## src/scf_cfg.svh

```systemverilog
// Purpose: Constants for the target-side command front end
// Assumes: 10 MHz core clock
// Notes:   Offsets and codes used by scf_front_end
`ifndef SCF_CFG_SVH
`define SCF_CFG_SVH
`define SCF_OP_TUR        8'h00
`define SCF_OP_REQ_SENSE  8'h03
`define SCF_OP_INQUIRY    8'h12
`define SCF_OP_MODE_SEL   8'h15
`define SCF_OP_RESERVE    8'h16
`define SCF_OP_RELEASE    8'h17
`define SCF_OP_SCAN       8'h18
`define SCF_OP_MODE_SENSE 8'h1A
`define SCF_OP_DIAG       8'h1D
`define SCF_OP_SET_WINDOW 8'h24
`define SCF_OP_READ       8'h28
`define SCF_OP_SEND       8'h2A
`define SCF_OP_OBJ_POS    8'h31
`define SCF_OP_ENDORSER   8'hC1
`define SCF_ST_GOOD       8'h00
`define SCF_ST_CHECK      8'h02
`define SCF_KEY_NONE      4'h0
`define SCF_KEY_ILLEGAL   4'h5
`define SCF_ASC_NONE      8'h00
`define SCF_ASC_BAD_FIELD 8'h24
`define SCF_ASC_BAD_OP    8'h20
`define SCF_ASC_BAD_LUN   8'h25
`define SCF_MSG_COMPLETE  8'h00
`define SCF_MSG_DISCONN   8'h04
`define SCF_CDB_LEN6      3'h6
`define SCF_CDB_LEN10     3'h2
`define SCF_QUAL_BAD_LUN  3'h3
`define SCF_RESET_HARD    1'h0
`endif

```

## src/scf_pkg.sv

```systemverilog
// Purpose: Types for the target-side command front end
// Assumes: Constants live in scf_cfg.svh
// Notes:   Phase set covers the target's view of the bus
package scf_pkg;
  typedef enum logic [3:0] {
    SCF_FREE, SCF_SELECT, SCF_COMMAND, SCF_DATA_IN, SCF_DATA_OUT,
    SCF_STATUS, SCF_MSG_IN, SCF_MSG_OUT
  } scf_phase_t;
endpackage

```

## src/scf_front_end.sv

```systemverilog
// Purpose: Target-side bus condition handling, phase order and CDB checking
// Assumes: Byte handshakes and selection timing live outside; inputs are synchronous
// Notes:   Byte strobes are one-cycle pulses from the handshake engine
// Function
// - Attention seen lets the target enter message-out to collect the message; the code honours it only in selection.
// - Reset held on the bus overrides every phase and condition.
// - After reset, release all bus lines except reset at once.
// - Reset always leads to bus free; any phase may fall to bus free.
// - Reset aborts processes, drops reservation, restores defaults, sets unit attention.
// - Inquiry data reset-style flag reports the hard reset alternative.
// - Phases run bus free, arbitration, selection, then information phases; the code has no arbitration phase and goes from bus free straight to selection.
// - Connection ends with message-in complete or disconnect, then bus free.
// - First CDB byte is the operation code, last byte the control byte.
// - Nonzero reserved bits or codes end with check condition, illegal request.
// - Identify message logical unit overrides the CDB logical unit field.
// - Only unit zero; inquiry gives qualifier, others check except request sense.
// - Request sense to a bad unit reports illegal request, unit unsupported.
// - Transfer length counts one-byte blocks; zero moves no data.
// - Zero allocation length moves no data and is not an error.
// - Data-in ends at the lesser of allocation length and available data.
// - Control byte is wholly reserved; nonzero content is rejected.
// - Decode reserve, release, inquiry, request sense, diagnostic, test ready.
// - Decode set window, scan and read.
// - Decode send, object position, endorser, mode select and mode sense.
// - Phase lines: command C/D, data-in I/O, status both, message variants.
`timescale 1ns/100ps
`include "scf_cfg.svh"
module scf_front_end
  import scf_pkg::*;
(
  input  wire logic        core_clk,
  input  wire logic        srst,
  input  wire logic        bus_rst,
  input  wire logic        atn,
  input  wire logic        selected,
  input  wire logic        byte_done,
  input  wire logic [7:0]  byte_in,
  input  wire logic        ident_valid,
  input  wire logic [2:0]  ident_lun,
  input  wire logic        atn_msg_done,
  input  wire logic [23:0] data_avail,
  input  wire logic        disconnect_req,
  output logic             cd_out,
  output logic             io_out,
  output logic             msg_out,
  output logic             bsy_out,
  output logic             bus_oe,
  output logic [7:0]       op_code,
  output logic             cmd_valid,
  output logic [23:0]      xfer_count,
  output logic [7:0]       status_byte,
  output logic [7:0]       message_byte,
  output logic [3:0]       sense_key,
  output logic [7:0]       sense_code,
  output logic [2:0]       peripheral_qual,
  output logic             reset_style_flag,
  output logic             unit_attention,
  output logic             reserved_unit,
  output logic             params_default,
  output logic             abort_pulse
);

  typedef struct packed {
    scf_phase_t  phase;
    logic [2:0]  idx;
    logic [2:0]  cdb_len;
    logic [7:0]  op;
    logic [2:0]  lun;
    logic        lun_ident;
    logic        bad_field;
    logic        bad_op;
    logic [23:0] len;
    logic [23:0] count;
    logic        cd;
    logic        io;
    logic        msg;
    logic        bsy;
    logic        oe;
    logic        cmd_valid;
    logic [7:0]  status;
    logic [7:0]  message;
    logic [3:0]  key;
    logic [7:0]  asc;
    logic [2:0]  qual;
    logic        ua;
    logic        resv;
    logic        pdef;
    logic        abort;
  } scf_state_t;

  scf_state_t st;
  scf_state_t next_st;
  logic       known_op;
  logic       data_in_op;
  logic       data_out_op;
  logic       good_lun;
  logic [23:0] want;

  // Operation code decode; anything outside this set is treated as reserved
  always_comb begin
    unique case (st.op)
      `SCF_OP_TUR, `SCF_OP_RESERVE, `SCF_OP_RELEASE, `SCF_OP_DIAG,
      `SCF_OP_SCAN, `SCF_OP_ENDORSER, `SCF_OP_OBJ_POS: begin
        known_op = 1'b1;
        data_in_op = 1'b0;
        data_out_op = 1'b0;
      end
      `SCF_OP_INQUIRY, `SCF_OP_REQ_SENSE, `SCF_OP_MODE_SENSE,
      `SCF_OP_READ: begin
        known_op = 1'b1;
        data_in_op = 1'b1;
        data_out_op = 1'b0;
      end
      `SCF_OP_MODE_SEL, `SCF_OP_SET_WINDOW, `SCF_OP_SEND: begin
        known_op = 1'b1;
        data_in_op = 1'b0;
        data_out_op = 1'b1;
      end
      default: begin
        known_op = 1'b0;
        data_in_op = 1'b0;
        data_out_op = 1'b0;
      end
    endcase
  end

  // Unit from identify wins over the CDB field
  assign good_lun = (st.lun == 3'h0);
  // Data-in stops at whichever of length and available data is smaller
  assign want = (st.len < data_avail) ? st.len : data_avail;

  // Next-state logic for phases, CDB capture and checking
  always_comb begin
    next_st = st;
    next_st.abort = 1'b0;
    next_st.cmd_valid = 1'b0;
    unique case (st.phase)
      SCF_FREE: begin
        next_st.oe = 1'b0;
        next_st.bsy = 1'b0;
        if (selected) begin
          next_st.phase = SCF_SELECT;
          next_st.bsy = 1'b1;
          next_st.oe = 1'b1;
          next_st.lun_ident = 1'b0;
        end
      end
      SCF_SELECT: begin
        if (ident_valid) begin
          next_st.lun = ident_lun;
          next_st.lun_ident = 1'b1;
        end
        if (atn) begin
          next_st.phase = SCF_MSG_OUT;
        end else begin
          next_st.phase = SCF_COMMAND;
          next_st.idx = 3'h0;
          next_st.bad_field = 1'b0;
          next_st.len = 24'h0;
        end
      end
      SCF_MSG_OUT: begin
        if (ident_valid) begin
          next_st.lun = ident_lun;
          next_st.lun_ident = 1'b1;
        end
        if (atn_msg_done && !atn) begin
          next_st.phase = SCF_COMMAND;
          next_st.idx = 3'h0;
          next_st.bad_field = 1'b0;
          next_st.len = 24'h0;
        end
      end
      SCF_COMMAND: begin
        if (byte_done) begin
          next_st.idx = st.idx + 3'h1;
          if (st.idx == 3'h0) begin
            next_st.op = byte_in;
            next_st.cdb_len = (byte_in[7:5] == 3'h1) ? 3'h0 : `SCF_CDB_LEN6;
          end else if (st.idx == 3'h1) begin
            if (!st.lun_ident) begin
              next_st.lun = byte_in[7:5];
            end
            if (byte_in[4:0] != 5'h0 && st.op != `SCF_OP_INQUIRY) begin
              next_st.bad_field = 1'b1;
            end
            if (st.op == `SCF_OP_INQUIRY && byte_in[4:1] != 4'h0) begin
              next_st.bad_field = 1'b1;
            end
          end else if (st.idx + 3'h1 == st.cdb_len) begin
            if (byte_in != 8'h0) begin
              next_st.bad_field = 1'b1;
            end
          end else begin
            // Length fields sit in bytes 2..4 of six-byte CDBs
            next_st.len = {st.len[15:0], byte_in};
            if (st.op == `SCF_OP_TUR || st.op == `SCF_OP_RESERVE
                || st.op == `SCF_OP_RELEASE) begin
              if (byte_in != 8'h0) begin
                next_st.bad_field = 1'b1;
              end
            end
          end
          if (st.idx + 3'h1 == st.cdb_len && st.idx != 3'h0) begin
            next_st.cmd_valid = 1'b1;
            next_st.count = 24'h0;
            next_st.qual = good_lun ? 3'h0 : `SCF_QUAL_BAD_LUN;
            next_st.status = `SCF_ST_GOOD;
            next_st.phase = SCF_STATUS;
            if (!known_op) begin
              next_st.status = `SCF_ST_CHECK;
              next_st.key = `SCF_KEY_ILLEGAL;
              next_st.asc = `SCF_ASC_BAD_OP;
            end else if (next_st.bad_field) begin
              next_st.status = `SCF_ST_CHECK;
              next_st.key = `SCF_KEY_ILLEGAL;
              next_st.asc = `SCF_ASC_BAD_FIELD;
            end else if (!good_lun && st.op == `SCF_OP_REQ_SENSE) begin
              next_st.key = `SCF_KEY_ILLEGAL;
              next_st.asc = `SCF_ASC_BAD_LUN;
              next_st.phase = (next_st.len == 24'h0 || data_avail == 24'h0)
                              ? SCF_STATUS : SCF_DATA_IN;
            end else if (!good_lun && st.op != `SCF_OP_INQUIRY) begin
              next_st.status = `SCF_ST_CHECK;
              next_st.key = `SCF_KEY_ILLEGAL;
              next_st.asc = `SCF_ASC_BAD_LUN;
            end else begin
              if (st.op == `SCF_OP_RESERVE) next_st.resv = 1'b1;
              if (st.op == `SCF_OP_RELEASE) next_st.resv = 1'b0;
              if (st.op == `SCF_OP_MODE_SEL) next_st.pdef = 1'b0;
              if (st.op == `SCF_OP_REQ_SENSE) begin
                next_st.key = `SCF_KEY_NONE;
                next_st.asc = `SCF_ASC_NONE;
              end
              // Zero length moves no data and is not an error
              if (next_st.len != 24'h0 && data_avail != 24'h0 && data_in_op) begin
                next_st.phase = SCF_DATA_IN;
              end else if (next_st.len != 24'h0 && data_out_op) begin
                next_st.phase = SCF_DATA_OUT;
              end
              if (st.op != `SCF_OP_INQUIRY) next_st.ua = 1'b0;
            end
          end
        end
      end
      SCF_DATA_IN: begin
        // Leave on the byte that reaches the limit; a lingering data phase
        // would make the handshake engine start one byte too many
        if (st.count >= want) begin
          next_st.phase = SCF_STATUS;
        end else if (byte_done) begin
          next_st.count = st.count + 24'h1;
          if (st.count + 24'h1 >= want) begin
            next_st.phase = SCF_STATUS;
          end
        end
      end
      SCF_DATA_OUT: begin
        // Same early exit as data-in, bounded by the transfer length
        if (st.count >= st.len) begin
          next_st.phase = SCF_STATUS;
        end else if (byte_done) begin
          next_st.count = st.count + 24'h1;
          if (st.count + 24'h1 >= st.len) begin
            next_st.phase = SCF_STATUS;
          end
        end
      end
      SCF_STATUS: begin
        if (byte_done) begin
          next_st.phase = SCF_MSG_IN;
          next_st.message = disconnect_req ? `SCF_MSG_DISCONN : `SCF_MSG_COMPLETE;
        end
      end
      SCF_MSG_IN: begin
        if (byte_done) begin
          next_st.phase = SCF_FREE;
          // Busy drops with the phase so the bus is free in the same edge
          next_st.bsy = 1'b0;
          next_st.oe = 1'b0;
        end
      end
      default: begin
        // Illegal phase code falls back to a released bus
        next_st.phase = SCF_FREE;
        next_st.bsy = 1'b0;
        next_st.oe = 1'b0;
      end
    endcase
    // Phase line encoding follows the phase that will be shown
    next_st.cd = (next_st.phase == SCF_COMMAND) || (next_st.phase == SCF_STATUS)
                 || (next_st.phase == SCF_MSG_IN) || (next_st.phase == SCF_MSG_OUT);
    next_st.io = (next_st.phase == SCF_DATA_IN) || (next_st.phase == SCF_STATUS)
                 || (next_st.phase == SCF_MSG_IN);
    next_st.msg = (next_st.phase == SCF_MSG_IN) || (next_st.phase == SCF_MSG_OUT);
    // Bus reset overrides everything; lines drop in the same edge
    if (bus_rst) begin
      next_st.phase = SCF_FREE;
      next_st.cd = 1'b0;
      next_st.io = 1'b0;
      next_st.msg = 1'b0;
      next_st.bsy = 1'b0;
      next_st.oe = 1'b0;
      next_st.abort = 1'b1;
      next_st.resv = 1'b0;
      next_st.pdef = 1'b1;
      next_st.ua = 1'b1;
      next_st.count = 24'h0;
      next_st.idx = 3'h0;
    end
  end

  // State register; reset gives a quiet bus with defaults in place
  always_ff @(posedge core_clk) begin
    if (srst) begin
      st <= '0;
      st.phase <= SCF_FREE;
      st.ua <= 1'b1;
      st.pdef <= 1'b1;
      st.cdb_len <= `SCF_CDB_LEN6;
    end else begin
      st <= next_st;
    end
  end

  // Outputs straight from state flops, except the reset style flag tied to SCF_RESET_HARD
  assign cd_out = st.cd;
  assign io_out = st.io;
  assign msg_out = st.msg;
  assign bsy_out = st.bsy;
  assign bus_oe = st.oe;
  assign op_code = st.op;
  assign cmd_valid = st.cmd_valid;
  assign xfer_count = st.count;
  assign status_byte = st.status;
  assign message_byte = st.message;
  assign sense_key = st.key;
  assign sense_code = st.asc;
  assign peripheral_qual = st.qual;
  assign reset_style_flag = `SCF_RESET_HARD;
  assign unit_attention = st.ua;
  assign reserved_unit = st.resv;
  assign params_default = st.pdef;
  assign abort_pulse = st.abort;

endmodule

```

## config.mk

```make
export PLATFORM = sky130hd
export DESIGN_NAME = scf_front_end
export DESIGN_NICKNAME = d
export VERILOG_FILES = /design/src/scf_pkg.sv /design/src/scf_front_end.sv
export VERILOG_INCLUDE_DIRS = /design/src
export SDC_FILE = /design/constraint.sdc
export NUM_CORES = 1
export LEC_CHECK = 0
export BUFFER_PORTS_ARGS = -buffer_cell sky130_fd_sc_hd__buf_4
export CORE_UTILIZATION = 60
export CTS_BUF_LIST = sky130_fd_sc_hd__clkbuf_4 sky130_fd_sc_hd__clkbuf_8
export CTS_CLUSTER_SIZE = 28
export DETAILED_ROUTE_END_ITERATION = 8
export PLACE_DENSITY = 0.83
export REMOVE_ABC_BUFFERS = 1
export SYNTH_ARGS = -nofsm -noshare
export SYNTH_HDL_FRONTEND = slang
export SYNTH_SLANG_ARGS = --single-unit
export TNS_END_PERCENT = 20
```

## constraint.sdc

```tcl
create_clock -name core_clk -period 4.9 [get_ports core_clk]
set_input_delay 0.245 -clock core_clk [delete_from_list [all_inputs] [get_ports core_clk]]
set_output_delay 0.245 -clock core_clk [all_outputs]
set_load 0.01 [all_outputs]
```

==> results of run 1 <==
## power by group through the flow
stage	registers, mW	logic (mW)	clock network [mW]
5_1_grt	0.687	0.113	0.579
2_1_floorplan	0.703	0.0427	0
3_3_place_gp	0.703	0.0989	0
3_5_place_dp	0.703	0.0997	0
6_report	0.687	0.103	0.548
4_1_cts	0.687	0.101	0.551
## state kept, by name, indices dropped and copies added, names as in the netlist
register,count
unit_attention,1
reserved_unit,1
message_byte,1
st,37
cd_out,1
params_default,1
xfer_count,24
msg_out,1
cmd_valid,1
sense_code,2
bsy_out,1
sense_key,1
io_out,1
status_byte,1
op_code,8
abort_pulse,1
peripheral_qual,1
## kinds of logic after synthesis
| kind of cell | count (synthesis) | synth area share [%] |
|---|---|---|
| other | 1 | 0.0479 |
| multiplexers | 5 | 0.672 |
| AND/OR/NAND/NOR | 348 | 22.4 |
| buffers and inverters | 163 | 11.0 |
| flip-flops | 84 | 21.5 |
| AO/OA/AOI/OAI | 268 | 22.3 |
| XOR/XNOR | 24 | 2.69 |
| adder cells (fa/ha/maj) | 121 | 19.4 |
## per-layer routing
metal | share of wire (%) | up-vias
met2 | 46 | 348
met4 | 1.7 | 0
met5 | 0 | -
met1 | 44 | 3592
met3 | 8.1 | 28
li1 | - | 3725
## area by class of cell
| cell class | instances | area (um^2) | share of cell area [%] |
|---|---|---|---|
| well taps | 172 | 215 | 2.49 |
| clock buffers | 11 | 151 | 1.75 |
| multi-input cells | 790 | 5390 | 62.3 |
| flip-flops and latches | 84 | 1680 | 19.4 |
| repair buffers | 118 | 928 | 10.7 |
| clock inverters | 5 | 67.6 | 0.781 |
| inverters | 57 | 214 | 2.47 |
## timing repair
action,CTS,global route
resized for setup,0,4
buffers inserted,0,1
endpoints found under the setup margin,0,25
## worst paths after layout
kind                                       end  slack, ns  cells past startpoint
worst max-delay path            xfer_count[12]       0.14                     19
worst min-delay path               abort_pulse       0.09                      2
worst max register to register  xfer_count[12]       0.14                     19
worst min register to register          st[91]       0.47                      2
## worst max-delay path, stage by stage, from the launching register on
cell	delay (ns)
dfxtp_1	0.37
ha_1	0.32
nand4_1	0.17
or4_4	0.57
or2_1	0.25
o22ai_2	0.20
nor2_4	0.09
buf_4	0.19
a21oi_1	0.24
ha_1	0.27
o21a_1	0.17
o211ai_1	0.14
o21ai_0	0.18
a31o_2	0.29
a21oi_1	0.20
a311oi_2	0.16
nor2_2	0.22
buf_12	0.18
o21ai_0	0.10
a32o_1	0.32
## cell usage in the layout, fill, tap and decap left out, types with 7 or more instances in the layout
cell type and count:
a211oi_1 10, buf_4 115, xnor2_1 12, inv_1 57
a21oi_1 87, a21o_1 18, clkbuf_8 11, o211ai_1 7
nor2_1 91, a32o_1 17, xor2_1 12, nand3_1 39
dfxtp_1 84, a22oi_1 27, nor3_1 20, o21a_1 7
nor4_1 17, and3_1 14, ha_1 121, nor4b_1 7
conb_1 24, nand4_1 16, nand2_1 81, nand2b_1 9
nor2b_1 9, o21ai_0 49
## stage by stage
step	cells	area [um^2]	TNS (ns)	power [mW]
after global routing	1237	8650	-0.842	1.38
after floorplan	931	7260	-29.98	0.745
after CTS	1235	8600	0	1.34
final	1237	8650	0	1.34
after detailed placement	1219	8380	0	0.802
after global placement	1219	8380	0	0.801
==> metrics.md, run 1 <==
| Metric | Value |
|---|---|
| Area grow syn2layout | 10.6% |
| Core area | 12700 um^2 |
| TritonCTS buffer count | 9 |
| Clock Skews | ~0.011 ns |
| # setup viols final | 0 |
| Worst Setup Start Kind | register |
| Met2 Track Usage GR | 50.4% |
| Port bufs | 94 |
| GR Util All Layers | 31.5% |
| Fillers | about 1100 |
| Share of the synthesized area in the top cell type | a little over a fifth |
| Reg power frac | 51.3% |
| WP data required | 5.16 ns |
| Slew Viols, Final | 0 |
| P_leak | 3.89 nW |
| NetSw | ~340 uW |
| Seq cells post-synth | 84 |
| Worst ir drop on vdd | between 0.1 and 0.15 mV |
| Via count | about 7700 |
| CTS Buffer Depth | 2 |
| Clock-pin transition on the worst setup and hold timing paths | roughly 0.10 ns |
| Chip width | about 120 um |
| Critical path class | reg -> reg |
| Most common cell in the netlist | ha_1 |
| CP Capture Type | register |
| Layout Nets | 1225 |
| Origin of the worst setup path | st[82] |
| Gr ovfl total | 0 |
| H-tree depth | 3 |
| Period utilisation layout | 97.2% |
| Part of the Yosys area used for sequential elements | between 20% and 30% |
| Top post-synthesis cells by area | dfxtp_1 21%, ha_1 19%, buf_4 6.2% |
| Post-synthesis cell area | 7820 um^2 |
| First-pass GRT wire length | roughly 33000 um |
| # diodes | 0 |
| Post-Synthesis Mean Instance Area | 7.72 um^2 |
| Reg-to-Reg Start | st[82] |
| HPWL Detailed | around 16000 um |
| Vias per inst | 6.22 |
| Sw Ratio | between 20% and 30% |
| Pre-Repair DR Iteration Count | 6 |
| Yosys cell types | 62 |
| CTS tree | built |
| Fmax | about 210 MHz |
| Starting DRT DRC Count | 747 |
| Worst Setup Slack post-DPL | between 0.15 and 0.2 ns |
| Internal power | just under 1 mW |
| Worst hold slack | 0.0915 ns |
| WL per Instance | ~17 um |
| Arrival @ worst endpoint | 5.02 ns |
| DIE AREA | ~14000 um^2 |
| Max Cap Viol | 0 |
| Largest net degree at the start of global routing | 49 |
| Layout cells sized above 1 | between 10 and 15% |
| Worst Hold Class | in -> reg |
| Main synth FF type | dfxtp_1 |
| Worst-Skew Late Latency | roughly 0.37 ns |
| # hold bufs at CTS | 0 |
| Clock sink count | 84 |
| Top-Level Pins | about 120 |
| Busiest grt layer | met2 |
| Synth top cells by count | 121 x ha_1, 93 x nor2_1, 88 x a21oi_1 |
| Hold Vio Cnt, Final | 0 |
| Clk network pwr share | 41.0% |
| Min Tclk post-route | between 4 and 5 ns |
| Drt drc | 0 |
| EDFF count, synth | 0 |
| Largest area contributor in the netlist | dfxtp_1 |
| Worst Tran Pin Value | between 1 and 1.5 ns |
| Vias in the first global route | between 6000 and 7000 |
| Comb pwr share | approximately 7.7% |
| Run status | finished clean |
| Placer congestion estimate | 0.908 |
| Ys Warns | 0 |
| Critical path fanouts, max | 20 |
| Met1 Usage GRT | a little over two fifths |
| Row count | 41 |
| Worst Hold Launch | bus_rst |
| Total routed wirelength | 21500 um |
| Power density over the cells | roughly 150 nW/um^2 |
| Layout Utilization | 68.3% |
| Clk root buf | clkbuf_8 |
| Initial antenna violation count | 0 |
| Synth Instances | just over 1000 |
| Post-synth ARST share | 0% |
| Relative slew margins | around 17% |
| Die H | 116 um |
| Initial Utilization | 61.7% |
| Fin worst setup slack | between 0.1 and 0.15 ns |
| Post-DRT Antenna Nets | 0 |
| Met3 usage | around 5.4% |
Power figures use the tool's default switching activity.
==> inputs of run 2 (changes only) <==
- MAX_ROUTING_LAYER: default -> met4
==> run 2 against run 1 <==
  * Register-to-register slack improved by 0.07 ns
  * Power fell by 1.6%
  * Maximum frequency rose by 1.4%
  * Largest cell class unchanged
  * First-iteration DRC count fell by 16%
  * Largest power group unchanged
==> metrics.md, run 2 (same netlist as run 1, synthesis figures left out) <==
| Metric | Value |
|---|---|
| Hold depth | 2 |
| CP peak stage delay | about 0.58 ns |
| TritonCTS buffer count | 9 |
| Clk network pwr share | roughly two fifths |
| WL per Instance | roughly 17 um |
| Worst Setup Start Kind | register |
| Largest net degree at the start of global routing | 49 |
| Port bufs | 94 |
| Vias per inst | just over 6 |
| Placer congestion estimate | 0.991 |
| Layout Utilization | about two thirds |
| Fmax | approximately 210 MHz |
| CTS tree | built |
| WP data required | 5.18 ns |
| Chip width | approximately 120 um |
| Internal power | ~1000 uW |
| Sw Ratio | between 20% and 30% |
| Worst path bufs/invs | 4 |
| Worst ir drop on vdd | roughly 0.11 mV |
| Worst Hold End | abort_pulse |
| Cell Chain, Critical Path | ha_1 -> nand4_2 -> or4_4 -> or2_1 -> o22ai_2 -> nor2_4 -> buf_12 -> nor2_1 -> a21oi_1 -> ha_1 -> o2111a_1 -> o21ai_0 -> a211o_1 -> inv_1 -> o2111ai_1 -> a311oi_2 -> nor2_2 -> buf_4 -> clkbuf_16 -> a32o_1 |
| Layout Nets | approximately 1200 |
| First-pass GRT wire length | around 34000 um |
| Worst Tran Pin Value | 1.22 ns |
| Slew Viols, Final | 0 |
| CTS Buffer Depth | 2 |
| Initial Utilization | about three fifths |
| Clock-pin transition on the worst setup and hold timing paths | approximately 0.1 ns |
| NetSw | approximately 340 uW |
| Drt drc | 0 |
| Worst Hold Class | in -> reg |
| Comb pwr share | between 7 and 8% |
| Critical path depth in cells | 20 |
| Core area | between 10000 and 15000 um^2 |
| CP max stage cell | or4_4 |
| P_leak | a little under 4 nW |
| Biggest register | st |
| # hold bufs at CTS | 0 |
| R2R Path End | xfer_count[14] |
| Vias in the first global route | around 6800 |
| Reg power frac | between 50% and 60% |
| Clk root buf | clkbuf_8 |
| HPWL Detailed | 16400 um |
| Relative slew margins | around 19% |
| Area grow syn2layout | 10.8% |
| Most frequent cells in the layout | 121 x ha_1, 118 x buf_4, 91 x nor2_1 |
| Max reg flops | 37 |
| Critical path class | reg -> reg |
| GR Util All Layers | ~33% |
| Reg-to-Reg Start | st[88] |
| Min Tclk post-route | 4.69 ns |
| Initial antenna violation count | 0 |
| H-tree depth | 3 |
| Crit path top cell by count | ha_1 |
| Largest delay share family, worst path | compound AO/OA/AOI/OAI gates |
| Via count | roughly 7600 |
| Total routed wirelength | ~21000 um |
| # setup viols final | 0 |
| Gr ovfl total | 0 |
| Die H | 116 um |
| DIE AREA | between 10000 and 15000 um^2 |
| Worst R2R Path Depth | 20 |
| Max Cap Viol | 0 |
| Worst hold slack | ~0.075 ns |
| R2R Setup Slk | around 0.21 ns |
| Row count | 41 |
| CP Capture Type | register |
| Pre-Repair DR Iteration Count | 5 |
| Layout cells sized above 1 | 15.1% |
| Period utilisation layout | between 90% and 100% |
| Arrival @ worst endpoint | around 5.0 ns |
| Post-DRT Antenna Nets | 0 |
| Worst Hold Launch | bus_rst |
| Worst-Skew Late Latency | 0.39 ns |
| Clock sink count | 84 |
| Run status | finished clean |
| Hold Vio Cnt, Final | 0 |
| # diodes | 0 |
| Starting DRT DRC Count | 630 |
| Fillers | between 1000 and 1500 |
| Critical path fanouts, max | 27 |
| Top-Level Pins | about 120 |
| Clock Skews | between 0.01 and 0.015 ns |
| Power density over the cells | about 150 nW/um^2 |
| Commonest non-fill, non-tap cell in the layout | ha_1 |
-- run 2: power groups by stage --
stage          clock [mW]  sequential (mW)  combinational, mW
2_1_floorplan           0            0.703             0.0427
3_3_place_gp            0            0.703             0.0992
3_5_place_dp            0            0.703              0.100
4_1_cts             0.528            0.687              0.101
5_1_grt             0.554            0.687              0.113
6_report            0.527            0.687              0.104
-- run 2: area by class of cell --
cell class / count / area [um^2] / area share, %
inverter: 57 / 214 / 2.47
sequential: 84 / 1680 / 19.4
clock inverter: 5 / 57.6 / 0.664
clock buffer: 11 / 139 / 1.60
multi-input combinational: 790 / 5410 / 62.4
timing repair buffer: 121 / 951 / 11.0
tap: 172 / 215 / 2.48
-- run 2: worst register-to-register path, delay by kind of cell (launching register included) --
kind | cells | cell delay (ns)
buffers and inverters | 4 | 0.60
and+or+nand+nor | 6 | 1.25
adders and majority gates | 2 | 0.68
DFF | 1 | 0.38
AOI/OAI and AO/OA | 8 | 1.68
-- run 2: metal layers --
layer	up-vias	global-route usage, %	wire, um
li1	3726	-	-
met1	3522	44.6	9510
met2	332	50.2	9550
met3	41	5.19	1720
met4	0	11.2	520
met5	-	-	0
-- run 2: worst max-delay path by stage --
stage	start	end	slack, ns
after floorplan	st[86]	xfer_count[11]	-1.37
after global placement	data_avail[18]	xfer_count[22]	0.33
after detailed placement	data_avail[19]	xfer_count[22]	0.20
after CTS	st[82]	xfer_count[22]	0.20
after global routing	st[84]	xfer_count[19]	-0.005
final	st[88]	xfer_count[14]	0.21
-- run 2: timing repair --
action / in CTS / in global routing
setup endpoints to repair: 0 / 25
gates resized for setup: 0 / 9
buffers inserted: 0 / 3
-- run 2: stage by stage --
stage               total power [mW]  std cells  TNS (ns)  setup slack, ns  area [um^2]
floorplan                      0.745        931    -29.98            -1.37         7260
global placement               0.802       1220         0            0.331         8390
detailed placement             0.803       1220         0            0.200         8390
CTS                             1.31       1236         0            0.199         8580
global route                    1.35       1240   -0.0149         -0.00537         8670
finish                          1.32       1240         0            0.205         8670
==> inputs of run 3 (changes only) <==
- CELL_PAD_IN_SITES_DETAIL_PLACEMENT: default -> 1
- CELL_PAD_IN_SITES_GLOBAL_PLACEMENT: default -> 2
- CORE_UTILIZATION: 60 -> 35
- PLACE_DENSITY: 0.83 -> default
- PLACE_DENSITY_LB_ADDON: default -> 0.1
==> run 3 against run 2 <==
  * Power up 2.0%
  * Worst hold slack better by 0.0075 ns
  * Die area increased by 70%
  * Maximum frequency up 0.32%
  * Combinational power up 5%
  * First-iteration DRC count shrank 38%
  * Setup slack improved by 0.015 ns
  * Register-to-register slack about the same
  * Clock-buffer cell count fell by 2
  * Wire length increased by 25%
  * Critical path type unchanged
  * Largest power group unchanged
  * Highest routed layer unchanged
==> metrics.md, run 3 (same netlist as run 1, synthesis figures left out) <==
| Metric | Value |
|---|---|
| CP Capture Type | register |
| Row count | 54 |
| Vias per inst | approximately 5.5 |
| R2R Path End | xfer_count[15] |
| Reg area | about 1700 um^2 |
| Period utilisation layout | roughly 96% |
| Worst Setup Start Kind | register |
| Post-DRT Antenna Nets | 0 |
| Clk root buf | clkbuf_8 |
| Origin of the worst setup path | st[87] |
| Placed insts | between 1000 and 1500 |
| Worst Hold End | abort_pulse |
| First-pass GRT wire length | a little over 40000 um |
| WL per Instance | 19.3 um |
| Initial antenna violation count | 0 |
| Worst R2R Path Depth | 19 |
| Initial Utilization | a little over a third |
| Placer congestion estimate | roughly 0.9 |
| Run status | finished clean |
| Layout Nets | ~1300 |
| Starting DRT DRC Count | roughly 390 |
| HPWL Detailed | between 20000 and 25000 um |
| WP data required | around 5.2 ns |
| Hold depth | 2 |
| RSZ-0062 raised after global routing | no |
| Area grow syn2layout | 15.0% |
| Clock-pin transition on the worst setup and hold timing paths | about 0.10 ns |
| Critical path fanouts, max | 20 |
| Most frequent cells in the layout | 147 x buf_4, 121 x ha_1, 88 x nor2_1 |
| Min Tclk post-route | 4.68 ns |
| CTS tree | built |
| # hold bufs at CTS | 0 |
| Worst Setup Slack post-DPL | between 0.003 and 0.004 ns |
| Area occupied by multi-input gates | ~5400 um^2 |
| Design area | between 8000 and 9000 um^2 |
| Vias in the first global route | approximately 7300 |
| Layout Utilization | around two fifths |
| Total routed wirelength | ~27000 um |
| # setup viols final | 0 |
| R2R Setup Slk | 0.22 ns |
| Largest net degree at the start of global routing | 49 |
| Gr ovfl total | 0 |
| Non-Filler Instances | 1375 |
| Biggest register | st |
| Drt drc | 0 |
| H-tree depth | 3 |
| Clock sink count | between 80 and 90 |
| Worst Tran Pin Value | roughly 1.1 ns |
| GR Util All Layers | about a quarter |
| Commonest non-fill, non-tap cell in the layout | buf_4 |
| Chip width | 152 um |
| Die H | between 150 and 200 um |
| TritonCTS buffer count | 9 |
| Worst-Skew Late Latency | 0.40 ns |
| # diodes | 0 |
| Core area | between 20000 and 25000 um^2 |
| Fin worst setup slack | 0.220 ns |
| Worst Hold Class | in -> reg |
| Worst Hold Launch | bus_rst |
| Slew Viols, Final | 0 |
| Fmax | about 210 MHz |
| Worst ir drop on vdd | approximately 0.089 mV |
| Pre-Repair DR Iteration Count | 5 |
| Arrival @ worst endpoint | 4.97 ns |
| Max Cap Viol | 0 |
| CTS Buffer Depth | 2 |
| Setup TNS | 0 ns |
| Hold Vio Cnt, Final | 0 |
| Critical path class | reg -> reg |
| Reg-to-Reg Start | st[87] |
| Relative slew margins | 24.5% |
| Power density over the cells | ~150 nW/um^2 |
| Top-Level Pins | 118 |
| Cell Area, Placed | roughly 8700 um^2 |
| Clock Skews | 0.0190 ns |
| Max reg flops | 37 |
| P_leak | approximately 4.0 nW |
| Port bufs | 94 |
| Via count | between 7000 and 8000 |
| DIE AREA | roughly 23000 um^2 |
| Layout cells sized above 1 | around 17% |
| Fillers | around 2700 |
==> run 3: cell types whose count changed in the layout (fill, tap and decap cells not counted), moves of 2 or more <==
cell	before	now
nor2_2	1	5
clkbuf_4	2	0
buf_4	118	147
clkinv_2	2	0
clkinvlp_4	0	3
nor2_1	91	88
==> run 3: final cells by class <==
type	count	share of cell area (%)
Clock buffer	9	1.38
Clock inverter	6	0.806
Inverter	57	2.38
Multi-Input combinational cell	790	60.1
Sequential cell	84	18.7
Tap cell	280	3.89
Timing Repair Buffer	149	12.8
==> run 3: worst max-delay path: stages, from the launching register on <==
cell	delay [ns]
dfxtp_1	0.34
ha_1	0.31
nand4_2	0.15
or4_4	0.59
or2_1	0.25
o22ai_2	0.16
nor2_2	0.08
buf_4	0.20
a21oi_1	0.28
ha_1	0.24
o2111a_1	0.22
o21ai_0	0.08
a211o_1	0.31
nor2_1	0.12
nand4_1	0.14
a311oi_2	0.44
nor2_2	0.12
buf_4	0.16
clkbuf_16	0.18
a32o_1	0.22
==> run 3: how the worst max path moves through the flow <==
stage                      to  slack, ns
2_1_floorplan  xfer_count[11]      -1.37
3_5_place_dp    xfer_count[0]      0.003
3_3_place_gp    xfer_count[1]       0.08
6_report       xfer_count[15]       0.22
4_1_cts         xfer_count[1]       0.08
5_1_grt        xfer_count[10]      0.001
==> run 3: through the flow <==
step                total power [mW]  hold WS, ns
floorplan                      0.745        0.314
global placement               0.811        0.445
detailed placement             0.811        0.458
CTS                             1.36       0.0647
global route                    1.40       0.0845
finish                          1.34       0.0826
==> run 3: layer usage <==
metal	global-route usage [%]	up-vias	share of wire (%)
li1	-	3778	-
met1	33.6	3604	51
met2	37.3	161	44
met3	2.78	26	3.7
met4	7.18	0	1.7
met5	-	-	0
==> run 3: what timing repair did <==
| item | CTS | global route |
|---|---|---|
| setup endpoints to repair | 0 | 26 |
| hold endpoints to repair | 0 | 0 |
| buffers inserted | 0 | 1 |
| resized for setup | 0 | 7 |
==> run 3: report_power, final <==
group | total (mW) | internal, mW | switching, mW
Clock | 0.547 | 0.238 | 0.308
Combinational | 0.109 | 0.0401 | 0.0693
Sequential | 0.687 | 0.684 | 0.00274
Total | 1.34 | 0.963 | 0.380
